**src/logic/sws_pkg.sv**
```systemverilog
// Shared constants and types for the standby and watchdog supervisor
package sws_pkg;
	// Clock rate and counter width
	localparam int unsigned CLK_NS         = 8;
	localparam int unsigned CNT_W          = 32;

	// Standby window before the frame supply is cut
	localparam int unsigned STBY_LIMIT_MIN = 15;
	localparam int unsigned STBY_LIMIT_MS  = STBY_LIMIT_MIN * 60 * 1000;
	localparam int unsigned MS_NS          = 1_000_000;
	// Longest interval: round down
	localparam int unsigned MS_CYC         = MS_NS / CLK_NS;

	// DRAM refresh request interval, longest time, rounded down
	localparam int unsigned REFRESH_NS     = 15_625;
	localparam int unsigned REFRESH_CYC    = REFRESH_NS / CLK_NS;

	// Watchdog defaults, no documented values
	localparam int unsigned COP_TIMEOUT_NS  = 10_000_000;
	localparam int unsigned COP_TIMEOUT_CYC = COP_TIMEOUT_NS / CLK_NS;
	localparam int unsigned SW_TIMEOUT_NS   = 1_000_000_000;
	localparam int unsigned SW_TIMEOUT_CYC  = SW_TIMEOUT_NS / CLK_NS;
	localparam int unsigned LINK_TIMEOUT_NS  = 500_000_000;
	localparam int unsigned LINK_TIMEOUT_CYC = LINK_TIMEOUT_NS / CLK_NS;
	localparam int unsigned LINK_TX_NS     = 10_000_000;
	localparam int unsigned LINK_TX_CYC    = LINK_TX_NS / CLK_NS;

	// Reset pulse widths in cycles
	localparam logic [4:0]  COP_RST_CYC    = 5'h10;
	localparam logic [4:0]  SYS_RST_CYC    = 5'h10;

	// Reset values of the start status
	localparam logic        WARM_RST       = 1'b0;

	// Pin vector positions
	localparam int unsigned PIN_STBY       = 0;
	localparam int unsigned PIN_RESTART    = 1;
	localparam int unsigned PIN_COP        = 2;
	localparam int unsigned PIN_LINK       = 3;
	localparam int unsigned PIN_N          = 4;

	// Supervisor operating state
	typedef enum logic {
		SWS_RUN,
		SWS_STANDBY
	} sws_state_type;
endpackage

```
**src/logic/sws_supervisor.sv**
```systemverilog
`timescale 1ns/10ps
module sws_supervisor #(
	parameter int unsigned MS_CYC_P       = sws_pkg::MS_CYC,
	parameter int unsigned STBY_LIMIT_P   = sws_pkg::STBY_LIMIT_MS,
	parameter int unsigned COP_TIMEOUT_P  = sws_pkg::COP_TIMEOUT_CYC,
	parameter int unsigned SW_TIMEOUT_P   = sws_pkg::SW_TIMEOUT_CYC,
	parameter int unsigned LINK_TIMEOUT_P = sws_pkg::LINK_TIMEOUT_CYC,
	parameter int unsigned LINK_TX_P      = sws_pkg::LINK_TX_CYC
) (
	// Clock and reset
	input  wire logic clock_i,
	input  wire logic sys_rst_i,
	// Pins from outside the clock domain
	input  wire logic standby_req_i,
	input  wire logic restart_i,
	input  wire logic io_coprocessor_beat_i,
	input  wire logic frame_power_manager_rx_i,
	// From processor logic on this clock
	input  wire logic sw_kick_i,
	// Standby control
	output logic      nmi_o,
	output logic      outputs_off_o,
	output logic      cpu_halt_o,
	output logic      refresh_req_o,
	// Watchdog actions
	output logic      io_coprocessor_reset_o,
	output logic      system_reset_o,
	output logic      link_fail_o,
	output logic      frame_power_manager_tx_o,
	// Start status
	output logic      warm_start_o,
	output logic      cold_start_o
);

	logic [sws_pkg::PIN_N-1:0] sync1_q;
	logic [sws_pkg::PIN_N-1:0] sync2_q;
	logic [sws_pkg::PIN_N-1:0] prev_q;
	logic [sws_pkg::PIN_N-1:0] rise;
	sws_pkg::sws_state_type    state_q;
	logic [31:0]               ms_pre_q;
	logic [31:0]               stby_ms_q;
	logic [31:0]               ref_cnt_q;
	logic [31:0]               cop_cnt_q;
	logic [31:0]               sw_cnt_q;
	logic [31:0]               link_cnt_q;
	logic [31:0]               tx_cnt_q;
	logic [4:0]                cop_rst_q;
	logic [4:0]                sys_rst_q;
	logic                      refresh_q;
	logic                      link_fail_q;
	logic                      tx_q;
	logic                      warm_q;
	logic                      running;

	// True when a counter has reached the last cycle of its period
	function automatic logic at_limit(input logic [31:0] cnt, input int unsigned lim);
		at_limit = (cnt >= 32'(lim - 1));
	endfunction

	// Two-flop synchronisers; only the second stage feeds logic
	always_ff @(posedge clock_i) begin
		if (sys_rst_i) begin
			sync1_q <= '0;
			sync2_q <= '0;
			prev_q  <= '0;
		end else begin
			sync1_q <= {frame_power_manager_rx_i, io_coprocessor_beat_i, restart_i, standby_req_i};
			sync2_q <= sync1_q;
			prev_q  <= sync2_q;
		end
	end
	assign rise    = sync2_q & ~prev_q;
	assign running = (state_q == sws_pkg::SWS_RUN);

	// Run/standby state
	always_ff @(posedge clock_i) begin
		if (sys_rst_i) begin
			state_q <= sws_pkg::SWS_RUN;
		end else begin
			case (state_q)
				sws_pkg::SWS_RUN: begin
					if (rise[sws_pkg::PIN_STBY]) begin
						state_q <= sws_pkg::SWS_STANDBY;
					end
				end
				sws_pkg::SWS_STANDBY: begin
					if (rise[sws_pkg::PIN_RESTART]) begin
						state_q <= sws_pkg::SWS_RUN;
					end
				end
				default: begin
					state_q <= sws_pkg::SWS_RUN;
				end
			endcase
		end
	end

	// Standby controls decoded straight from the state flop
	// blank outputs with the interrupt
	assign nmi_o         = ~running;
	assign outputs_off_o = ~running;
	assign cpu_halt_o    = ~running;

	// Standby time in ms, saturating; cleared only by a new entry or by sys_rst_i
	// retained standby time
	always_ff @(posedge clock_i) begin
		if (sys_rst_i) begin
			ms_pre_q  <= '0;
			stby_ms_q <= '0;
		end else if (running) begin
			ms_pre_q  <= '0;
			if (rise[sws_pkg::PIN_STBY]) begin
				stby_ms_q <= '0;
			end
		end else if (at_limit(ms_pre_q, MS_CYC_P)) begin
			ms_pre_q <= '0;
			if (stby_ms_q < 32'(STBY_LIMIT_P)) begin
				stby_ms_q <= stby_ms_q + 32'h1;
			end
		end else begin
			ms_pre_q <= ms_pre_q + 32'h1;
		end
	end

	// Warm or cold start status; power-up means the supply was cut, so cold
	always_ff @(posedge clock_i) begin
		if (sys_rst_i) begin
			warm_q <= sws_pkg::WARM_RST;
		end else if (!running && rise[sws_pkg::PIN_RESTART]) begin
			warm_q <= (stby_ms_q < 32'(STBY_LIMIT_P));
		end
	end
	assign warm_start_o = warm_q;
	assign cold_start_o = ~warm_q;

	// Refresh ticker never stops, so DRAM survives the halt
	// refresh continues
	always_ff @(posedge clock_i) begin
		if (sys_rst_i) begin
			ref_cnt_q <= '0;
			refresh_q <= 1'b0;
		end else if (at_limit(ref_cnt_q, sws_pkg::REFRESH_CYC)) begin
			ref_cnt_q <= '0;
			refresh_q <= 1'b1;
		end else begin
			ref_cnt_q <= ref_cnt_q + 32'h1;
			refresh_q <= 1'b0;
		end
	end
	assign refresh_req_o = refresh_q;

	// Coprocessor heartbeat watchdog, idle in standby since the section sleeps too
	// local coprocessor reset
	always_ff @(posedge clock_i) begin
		if (sys_rst_i) begin
			cop_cnt_q <= '0;
			cop_rst_q <= '0;
		end else begin
			if (cop_rst_q != 5'h0) begin
				cop_rst_q <= cop_rst_q - 5'h1;
			end
			if (!running || rise[sws_pkg::PIN_COP] || cop_rst_q != 5'h0) begin
				cop_cnt_q <= '0;
			end else if (at_limit(cop_cnt_q, COP_TIMEOUT_P)) begin
				cop_cnt_q <= '0;
				cop_rst_q <= sws_pkg::COP_RST_CYC;
			end else begin
				cop_cnt_q <= cop_cnt_q + 32'h1;
			end
		end
	end
	assign io_coprocessor_reset_o = (cop_rst_q != 5'h0);

	// Software watchdog; a kick in the expiry cycle still counts as a refresh
	// whole monitor reset
	always_ff @(posedge clock_i) begin
		if (sys_rst_i) begin
			sw_cnt_q  <= '0;
			sys_rst_q <= '0;
		end else begin
			if (sys_rst_q != 5'h0) begin
				sys_rst_q <= sys_rst_q - 5'h1;
			end
			if (!running || sw_kick_i || sys_rst_q != 5'h0) begin
				sw_cnt_q <= '0;
			end else if (at_limit(sw_cnt_q, SW_TIMEOUT_P)) begin
				sw_cnt_q  <= '0;
				sys_rst_q <= sws_pkg::SYS_RST_CYC;
			end else begin
				sw_cnt_q <= sw_cnt_q + 32'h1;
			end
		end
	end
	assign system_reset_o = (sys_rst_q != 5'h0);

	// Link watchdog: receive edges keep it alive; failure clears on fresh traffic
	// mutual link watchdog
	always_ff @(posedge clock_i) begin
		if (sys_rst_i) begin
			link_cnt_q  <= '0;
			link_fail_q <= 1'b0;
		end else if (rise[sws_pkg::PIN_LINK]) begin
			link_cnt_q  <= '0;
			link_fail_q <= 1'b0;
		end else if (at_limit(link_cnt_q, LINK_TIMEOUT_P)) begin
			link_fail_q <= 1'b1;
		end else begin
			link_cnt_q <= link_cnt_q + 32'h1;
		end
	end
	assign link_fail_o = link_fail_q;

	// Outgoing link activity, toggled even in standby so the far end sees us alive
	// transmit heartbeat
	always_ff @(posedge clock_i) begin
		if (sys_rst_i) begin
			tx_cnt_q <= '0;
			tx_q     <= 1'b0;
		end else if (at_limit(tx_cnt_q, LINK_TX_P)) begin
			tx_cnt_q <= '0;
			tx_q     <= ~tx_q;
		end else begin
			tx_cnt_q <= tx_cnt_q + 32'h1;
		end
	end
	assign frame_power_manager_tx_o = tx_q;
endmodule // sws_supervisor

```
**config.mk**
```make
export PLATFORM = sky130hd
export DESIGN_NAME = sws_supervisor
export DESIGN_NICKNAME = d
export VERILOG_FILES = /design/src/logic/sws_pkg.sv /design/src/logic/sws_supervisor.sv
export SDC_FILE = /design/constraint.sdc
export NUM_CORES = 1
export LEC_CHECK = 0
export ABC_AREA = 1
export BUFFER_PORTS_ARGS = -buffer_cell sky130_fd_sc_hd__buf_2
export CORE_UTILIZATION = 45
export CTS_CLUSTER_SIZE = 28
export DETAILED_ROUTE_END_ITERATION = 10
export GPL_TIMING_DRIVEN = 0
export SETUP_SLACK_MARGIN = 0.15
export SLEW_MARGIN = 10
export SYNTH_ARGS = -nofsm -noshare
export SYNTH_HDL_FRONTEND = slang
export SYNTH_SLANG_ARGS = --single-unit
```
**constraint.sdc**
```tcl
create_clock -name clock_i -period 3.4 [get_ports clock_i]
set_clock_uncertainty 0.1 [all_clocks]
set_input_delay 0.17 -clock clock_i [delete_from_list [all_inputs] [get_ports clock_i]]
set_output_delay 0.17 -clock clock_i [all_outputs]
set_load 0.1 [all_outputs]
```
# [Word level (Yosys, flattened, before mapping)]
# Index checks and enable logic that the tools add are counted.
[totals] in_bits=7 word_cells=69 reg_bits=251 output_inout_bits=10
[classes] n_addsub=9 n_lt_le_gt_ge=7 n_bitwise=5 muxes=14 n_reduce_logical=15 eq_ne=2
[ops] operator="adder 32 x 1 -> 32 bit (second input constant)" count=7
[ops] operator="2-to-1 mux 32 bit" count=4
[ops] operator=">= comparator 32 x 21 -> 1 bit (second input constant)" count=2
[ops] operator=">= comparator 32 x 11 -> 1 bit (second input constant)" count=1
[ops] operator=">= comparator 32 x 17 -> 1 bit (second input constant)" count=1
[ops] operator=">= comparator 32 x 26 -> 1 bit (second input constant)" count=1
[ops] operator=">= comparator 32 x 27 -> 1 bit (second input constant)" count=1
[ops] operator="less-than comparator 32 x 20 -> 1 bit (second input constant)" count=1
[ops] operator="2-to-1 mux 5 bit" count=6
[ops] operator="nonzero test 5 bit" count=2
[ops] operator="subtractor 5 x 1 -> 5 bit (second input constant)" count=2
[ops] operator="OR reduction 3 bit" count=3
[ops] operator="OR reduction 2 bit" count=3
[ops] operator="AND 4 bit" count=1
[ops] operator="logical OR 1 bit" count=4
[ops] operator="inequality test 2 x 1 -> 1 bit (second input constant)" count=2
[ops] operator="NOT 4 bit" count=1
[ops] operator="2-to-1 mux 1 bit" count=3
[ops] operator="NOT 1 bit" count=3
[ops] operator="AND reduction 3 bit" count=1
[ops] operator="one-hot mux 1 bit (2 select lines)" count=1
[ops] operator="nonzero test 2 bit" count=1
[ops] operator="logical AND 1 bit" count=1

# [Longest topological paths before layout]
# Gate-level depths: netlist of the first run.
[logic_depth] depth_word=5 mapped_depth=15 depth_no_buf=14

# [Least setup slack after synthesis of the first run]
# OpenSTA, ideal clock, no wires.
[synth_path] path_kind="register -> register" from="reg state_q (netlist: cpu_halt_o)" to="reg cop_cnt_q[0]" arrival_ns=2.171 required_ns=3.173 path_slack_ns=1.003 period_less_slack_ns=2.397 setup_ns=0.127 n_path_buf=2 stages_incl_launch_ff=8 path_cell_list="dfxtp_1 > buf_2 > clkinv_1 > o21ai_0 > nor2_1 > nand4_1 > clkbuf_1 > nor2_1"
[synth_between] elab_chain_cells=3
[synth_rtl] item="start: declaration" line="sws_supervisor.sv:39" rtl="sws_pkg::sws_state_type state_q;"
[synth_rtl] item="start signal: assignment" line="sws_supervisor.sv:78" rtl="state_q <= sws_pkg::SWS_RUN;"
[synth_rtl] item="start signal: assignment" line="sws_supervisor.sv:83" rtl="state_q <= sws_pkg::SWS_STANDBY;"
[synth_rtl] item="start signal: assignment" line="sws_supervisor.sv:88" rtl="state_q <= sws_pkg::SWS_RUN;"
[synth_rtl] item="logical OR 1 bit (2 in series)" line="sws_supervisor.sv:162" rtl="if (!running || rise[sws_pkg::PIN_COP] || cop_rst_q != 5'h0) begin"
[synth_rtl] item="OR reduction 3 bit (no line)"
[synth_rtl] item="end signal: assignment" line="sws_supervisor.sv:168" rtl="cop_cnt_q <= cop_cnt_q + 32'h1;"
[synth_rtl] item="end: declaration" line="sws_supervisor.sv:43" rtl="logic [31:0] cop_cnt_q;"
# Every way passes these cells.
# A chain may end at the register's enable or synchronous reset.

# [Final worst setup path of the first run]
[layout_path] from="reg sys_rst_q[0]" to="out system_reset_o"
[layout_between] elab_chain_cells=1
[layout_rtl] item="start: declaration" line="sws_supervisor.sv:48" rtl="logic [4:0] sys_rst_q;"
[layout_rtl] item="start signal: assignment" line="sws_supervisor.sv:182" rtl="sys_rst_q <= sys_rst_q - 5'h1;"
[layout_rtl] item="start signal: assignment" line="sws_supervisor.sv:188" rtl="sys_rst_q <= sws_pkg::SYS_RST_CYC;"
[layout_rtl] item="nonzero test 5 bit" line="sws_supervisor.sv:194" rtl="assign system_reset_o = (sys_rst_q != 5'h0);"
[layout_rtl] item="end: declaration" line="sws_supervisor.sv:27" rtl="output logic system_reset_o,"
# Every way passes these cells.

==> results of run 1 <==
## synth_stat cells, drive strengths merged
| master | instances | area, µm² |
|---|---|---|
| o21bai | 1 | 7.51 |
| buf | 23 | 160 |
| xnor2 | 39 | 342 |
| nand2 | 286 | 1110 |
| nor3 | 48 | 262 |
| dfxtp | 251 | 5020 |
| a31o | 1 | 8.76 |
| conb | 1 | 3.75 |
| a31oi | 3 | 33.8 |
| a2111oi | 1 | 27.5 |
| nor3b | 7 | 52.6 |
| clkbuf | 10 | 37.5 |
| o21ai | 23 | 119 |
| ha | 10 | 125 |
| and2 | 1 | 6.26 |
| a211oi | 5 | 37.5 |
| nand4 | 33 | 219 |
| inv | 166 | 623 |
| nor2 | 269 | 1030 |
| a21oi | 59 | 295 |
| or2 | 9 | 56.3 |
| xor2 | 55 | 482 |
| nor4 | 14 | 103 |
| nand3b | 7 | 52.6 |
| o311ai | 1 | 8.76 |
| and3 | 2 | 12.5 |
| nand3 | 98 | 521 |
| clkinv | 1 | 3.75 |
## layout make-up
type,count,area (µm²),area share
buffer,33,198,0.0160
clock buffer,35,746,0.0602
clock inverter,14,113,0.00910
inverter,167,627,0.0506
multi-input combinational,1035,5140,0.415
sequential,251,5020,0.406
tap,319,399,0.0322
timing repair buffer,21,130,0.0105
## cell families (layout without fill, tap and decap cells)
family                     after synthesis  count (layout)  synth area share
adders and majority gates               10              10            0.0116
AOI/OAI and AO/OA                       94              94            0.0500
xor gates and xnor gates                94              94            0.0765
and+or+nand+nor                        774             774             0.318
buffers and inverters                  200             270            0.0766
other                                    1              63          0.000349
DFF                                    251             251             0.467
## placed cells by master, fill, tap and decap left out, types with 6 or more instances in the layout
master,count
a21oi_1,59
nor3b_1,7
nand3b_1,7
clkbuf_16,27
xor2_1,55
conb_1,63
ha_1,10
o21ai_0,20
nor3_1,45
dfxtp_1,251
clkbuf_1,14
xnor2_1,39
nand2_2,7
clkinv_2,7
nor4_1,13
nand3_2,6
nand3_1,92
nor2_1,265
buf_4,6
buf_2,27
inv_1,164
nand4_1,31
nand2_1,277
## critical path: cells and delay by family, from the launching register on
kind,cells,cell delay (ns)
buf+inv,3,0.61
fa+ha+maj,1,0.22
flops,1,0.36
simple gates,2,0.17
## repair_timing
item	CTS	global route
hold buffers	5	0
hold endpoints to repair	14	0
buffers inserted	0	0
## power by group
part / internal, mW / switching, mW
Combinational: 0.181 / 0.440
Clock: 1.62 / 1.18
Sequential: 3.06 / 0.0692
Total: 4.86 / 1.69
## layer usage
metal  track usage  vias to the layer above  routed length [µm]
li1              -                     4663                   -
met1         0.231                     3829               10200
met2         0.288                       98                8800
met3        0.0271                       30                 705
met4        0.0467                        0                 418
met5             0                        -                   0
## sequential cells by signal, indices dropped and copies added (netlist names)
register,count
cop_cnt_q,32
cop_rst_q,5
cpu_halt_o,1
frame_power_manager_tx_o,1
link_cnt_q,32
link_fail_o,1
ms_pre_q,32
prev_q,4
ref_cnt_q,32
refresh_req_o,1
stby_ms_q,32
sw_cnt_q,32
sync1_q,4
sync2_q,4
sys_rst_q,5
tx_cnt_q,32
warm_start_o,1
## worst max-delay path by stage
stage | cells after the start | endpoint | slack (ns)
floorplan | 7 | cop_cnt_q[0] | 1.00
global placement | 7 | cop_cnt_q[1] | 1.24
detailed placement | 7 | cop_cnt_q[16] | 1.26
CTS | 6 | io_coprocessor_reset_o | 1.17
global route | 12 | link_cnt_q[22] | 1.07
finish | 6 | system_reset_o | 1.23
==> flow_summary_export.csv, run 1 <==
group,metric,value,unit
run_status,status,"finished, final reports clean",
setup_path,critPathLaunch,"sys_rst_q[0]",
floorplan,fp-row-count,56,
logic_synthesis,synth-seq-cells,251,
logic_synthesis,syn-cell-area,10800,µm²
placed_design,gp_congestion,0.889,
sta,final-setup-viol-count,0,
final_layout,diodes,0,
setup_path,path_class,"reg -> out",
sta,worst_slack,1.23,ns
hold_path,hp-start,"sys_rst_i",
floorplan,fp.dieW,157,µm
global_route,gr-usage-all-layers,0.173,
final_layout,nets,1553,
cts,clk_path_buf_depth,3,
sta,fin_crit_sh,0.640,
hold_path,hp-class,"in -> reg",
drt,first_pass_iters,5,
sta,rsz0062_at_grt,"false",
logic_synthesis,synth.avg_cell_area,7.56,µm²
final_layout,stdcell_count,1875,
cts,cts_sinks,251,
placed_design,hpwlAfterDp,14.3,mm
sta,fin_setup_tns,0,ns
final_layout,final_core_util,0.527,
setup_path,worst-path-max-fanout,4,
setup_path,r2r_start,"link_cnt_q[0]",
sta,hold_viol_final,0,
setup_path,worst-r2r-setup-slack,1.29,ns
final_layout,fillCellCount,2326,
setup_path,critPathMostFrequentCell,"inv_1",
sta,relSlewSlack,0.588,
power,power.density,529,nW/µm²
cts,cts_max_level,1,
floorplan,die_h,157,µm
logic_synthesis,syn_inst,1424,
setup_path,critPathMaxStageDelay,0.44,ns
cts,clk_latency,0.54,ns
cts,ctsResizeCount,0,
setup_path,required,3.13,ns
floorplan,start_util,0.458,
final_layout,syn_to_final_growth,15.1,%
drt,drcViolationCount,0,
power,p_leak,4.83,nW
logic_synthesis,yosysSeqAreaShare,0.467,
setup_path,slowest_stage,"buf_2",
cts,clk_pin_slew,0.06,ns
sta,clock.fmax,460,MHz
placed_design,dp_slack,1.26,ns
cts,cts_root_buffer,"clkbuf_16",
cts,cts_tree,"built",
placed_design,placedInstanceArea,11500,µm²
drt,vias,8620,
logic_synthesis,synth_cell_types,45,
setup_path,start_kind,"flip-flop",
setup_path,endpoint_kind,"output port",
sta,slew_viol_final,0,
final_layout,design_area,12400,µm²
global_route,grt_max_degree,15,
drt,wl_per_cell,10.7,µm
drt,drt-total-wl,20.1,mm
sta,tightest_slew,0.618,ns
global_route,grt_pass1_wl,35.5,mm
floorplan,core_area,23500,µm²
power,finalPower,6.55,mW
floorplan,die_area,24500,µm²
hold_path,whs_path_depth,4,
placed_design,portBuffers,16,
setup_path,reg2reg_depth,12,
job,cap_violations,0,
global_route,antenna_found_initial,0,
final_layout,drive_gt1_frac,0.0758,
floorplan,io-pin-count,17,
cts,cts_buffers,27,
hold_path,min_to,"tx_cnt_q[11]",
power,ir_worst_vdd,0.343,mV
setup_path,cp.arrival,1.90,ns
setup_path,timing.rr.end,"link_cnt_q[22]",
sta,period_needed,2.17,ns
global_route,grt_pass1_vias,7996,
drt,vias_per_cell,4.60,
logic_synthesis,yosysWarnings,0,
placed_design,dp_cells,1821,
sta,whs,0.106,ns
setup_path,crit_chain,"inv_1, ha_1, nand2_1, nor2_2, inv_1, buf_2",
drt,drtIter0Drc,459,
global_route,grt_overflow,0,
drt,ant_nets,0,
Power figures use the tool's default switching activity.
==> inputs of run 2 (changes only) <==
==> constraint.sdc (replaced) <==
create_clock -name clock_i -period 2.22 [get_ports clock_i]
set_clock_uncertainty 0.1 [all_clocks]
set_input_delay 0.111 -clock clock_i [delete_from_list [all_inputs] [get_ports clock_i]]
set_output_delay 0.111 -clock clock_i [all_outputs]
set_load 0.1 [all_outputs]
==> flow_summary_export.csv, run 2 (same netlist as run 1, synthesis figures left out) <==
group,metric,value,unit
job,cap_violations,0,
global_route,grt_pass1_vias,8034,
power,power.density,831,nW/µm²
floorplan,fp-row-count,56,
cts,cts_buffers,28,
setup_path,critPathMaxStageDelay,0.32,ns
power,ir_worst_vdd,0.621,mV
setup_path,worst-path-max-fanout,3,
power,p_leak,4.93,nW
floorplan,core_area,23500,µm²
drt,vias,8608,
sta,period_needed,1.95,ns
final_layout,final_cell_mix,"nand2_1, nor2_1, dfxtp_1, inv_1, nand3_1",
final_layout,drive_gt1_frac,0.0941,
setup_path,cp.arrival,1.74,ns
setup_path,required,2.01,ns
power,swShare,0.249,
final_layout,final_core_util,0.539,
global_route,grt_pass1_wl,35.6,mm
placed_design,gp_congestion,0.877,
cts,clk_pin_slew,0.06,ns
cts,cts_max_level,1,
setup_path,reg2reg_depth,7,
drt,drcViolationCount,0,
sta,relSlewSlack,0.610,
drt,wl_per_cell,10.8,µm
setup_path,endpoint_kind,"output port",
placed_design,portBuffers,16,
final_layout,diodes,0,
sta,hold_viol_final,0,
setup_path,crit_chain,"inv_1, ha_1, nand2_2, nor2_4, clkinvlp_4, buf_12",
global_route,grt_overflow,0,
sta,rsz0062_at_grt,"true",
floorplan,die_h,157,µm
setup_path,start_kind,"flip-flop",
sta,clock.fmax,513,MHz
setup_path,crit_buf_inv,3,
sta,slew_viol_final,0,
cts,clk_latency,0.54,ns
hold_path,hp-class,"in -> reg",
floorplan,start_util,0.458,
floorplan,fp.dieW,157,µm
final_layout,nets,1559,
cts,clk_path_buf_depth,3,
setup_path,crit_cells,6,
final_layout,syn_to_final_growth,17.6,%
floorplan,io-pin-count,17,
global_route,met2_usage,0.294,
drt,drtIter0Drc,477,
drt,drt-total-wl,20.4,mm
floorplan,die_area,24500,µm²
setup_path,path_class,"reg -> out",
final_layout,layout_commonest_cell,"nand2_1",
cts,cts_sinks,251,
hold_path,whs_path_depth,4,
global_route,gr-usage-met1,0.229,
global_route,gr-usage-all-layers,0.174,
sta,final-setup-viol-count,0,
power,internal_power,7.90,mW
run_status,status,"finished, final reports clean",
drt,ant_nets,0,
global_route,grt.busiest_layer,"met2",
power,clkPwrFrac,0.436,
setup_path,slowest_stage,"dfxtp_1",
power,combPwrFrac,0.108,
cts,cts_root_buffer,"clkbuf_16",
global_route,grt_max_degree,15,
setup_path,path_delay_family,"buffers and inverters",
global_route,grtUsageMet3,0.0282,
sta,whs,0.210,ns
drt,first_pass_iters,4,
global_route,antenna_found_initial,0,
placed_design,hpwlAfterDp,14.5,mm
sta,fin_setup_tns,0,ns
cts,cts_tree,"built",
power,switchingPower,2.61,mW
sta,fin_crit_sh,0.878,
power,seq_power_share,0.457,
drt,vias_per_cell,4.58,
sta,tightest_slew,0.581,ns
[run 2: changes by cell type in the layout (fill, tap and decap cells not counted), moves of 3 or more]
cell / previous run / this run
buf_6: 5 / 8
clkbuf_1: 14 / 11
clkbuf_8: 4 / 8
dfxtp_1: 251 / 247
dfxtp_2: 0 / 4
nand2_1: 277 / 274
nor2_1: 265 / 257
nor2_2: 2 / 8
[run 2: worst reg2reg max path, cell delays in order, from the launching register on]
cell and delay, ns:
dfxtp_2 0.37, buf_2 0.35, clkinvlp_4 0.28, o21ai_0 0.18, nor2_2 0.06, nand4_1 0.13
buf_2 0.25, nor2_1 0.07
[run 2: power by group through the flow]
stage	Combinational, mW	Clock (mW)	Sequential (mW)
after floorplan	0.807	0	4.89
after global placement	0.976	0	4.89
after detailed placement	0.986	0	4.89
after CTS	1.02	4.73	4.80
after global routing	1.25	4.92	4.82
final	1.13	4.58	4.80
[run 2: path summary, 6_finish.rpt]
path,to,from,slack [ns]
worst max-delay path,io_coprocessor_reset_o,cop_rst_q[0],0.27
worst min-delay path,sync1_q[1],restart_i,0.21
worst max register to register,cop_cnt_q[17],cpu_halt_o,0.30
worst min register to register,sync2_q[1],sync1_q[1],0.30
[run 2: stage by stage]
stage	setup WS (ns)	total power, mW	cells	cell area [µm²]
after global placement	0.139	5.87	1821	11500
after CTS	0.164	10.5	1877	12500
after floorplan	0.0931	5.70	1486	11000
after detailed placement	0.148	5.88	1821	11500
final	0.270	10.5	1881	12700
after global routing	0.116	11.0	1881	12700
[run 2: metal layers]
metal	share of wire	wire, µm
met1	0.50	10100
met2	0.45	9230
met3	0.030	622
met4	0.021	425
met5	0	0
[run 2: cell type report]
type / count / area (µm²)
Buffer: 33 / 211
Clock buffer: 40 / 826
Clock inverter: 10 / 111
Fill cell: 2291 / 10800
Inverter: 167 / 634
Multi-Input combinational cell: 1035 / 5250
Sequential cell: 251 / 5030
Tap cell: 319 / 399
Timing Repair Buffer: 26 / 191
[run 2: timing repair]
action / 4_1_cts / 5_1_grt
hold buffers: 6 / 0
setup endpoints to repair: 20 / 103
setup buffers: 0 / 4
hold endpoints to repair: 15 / 0
pin swaps: 0 / 2
gates resized for setup: 3 / 36
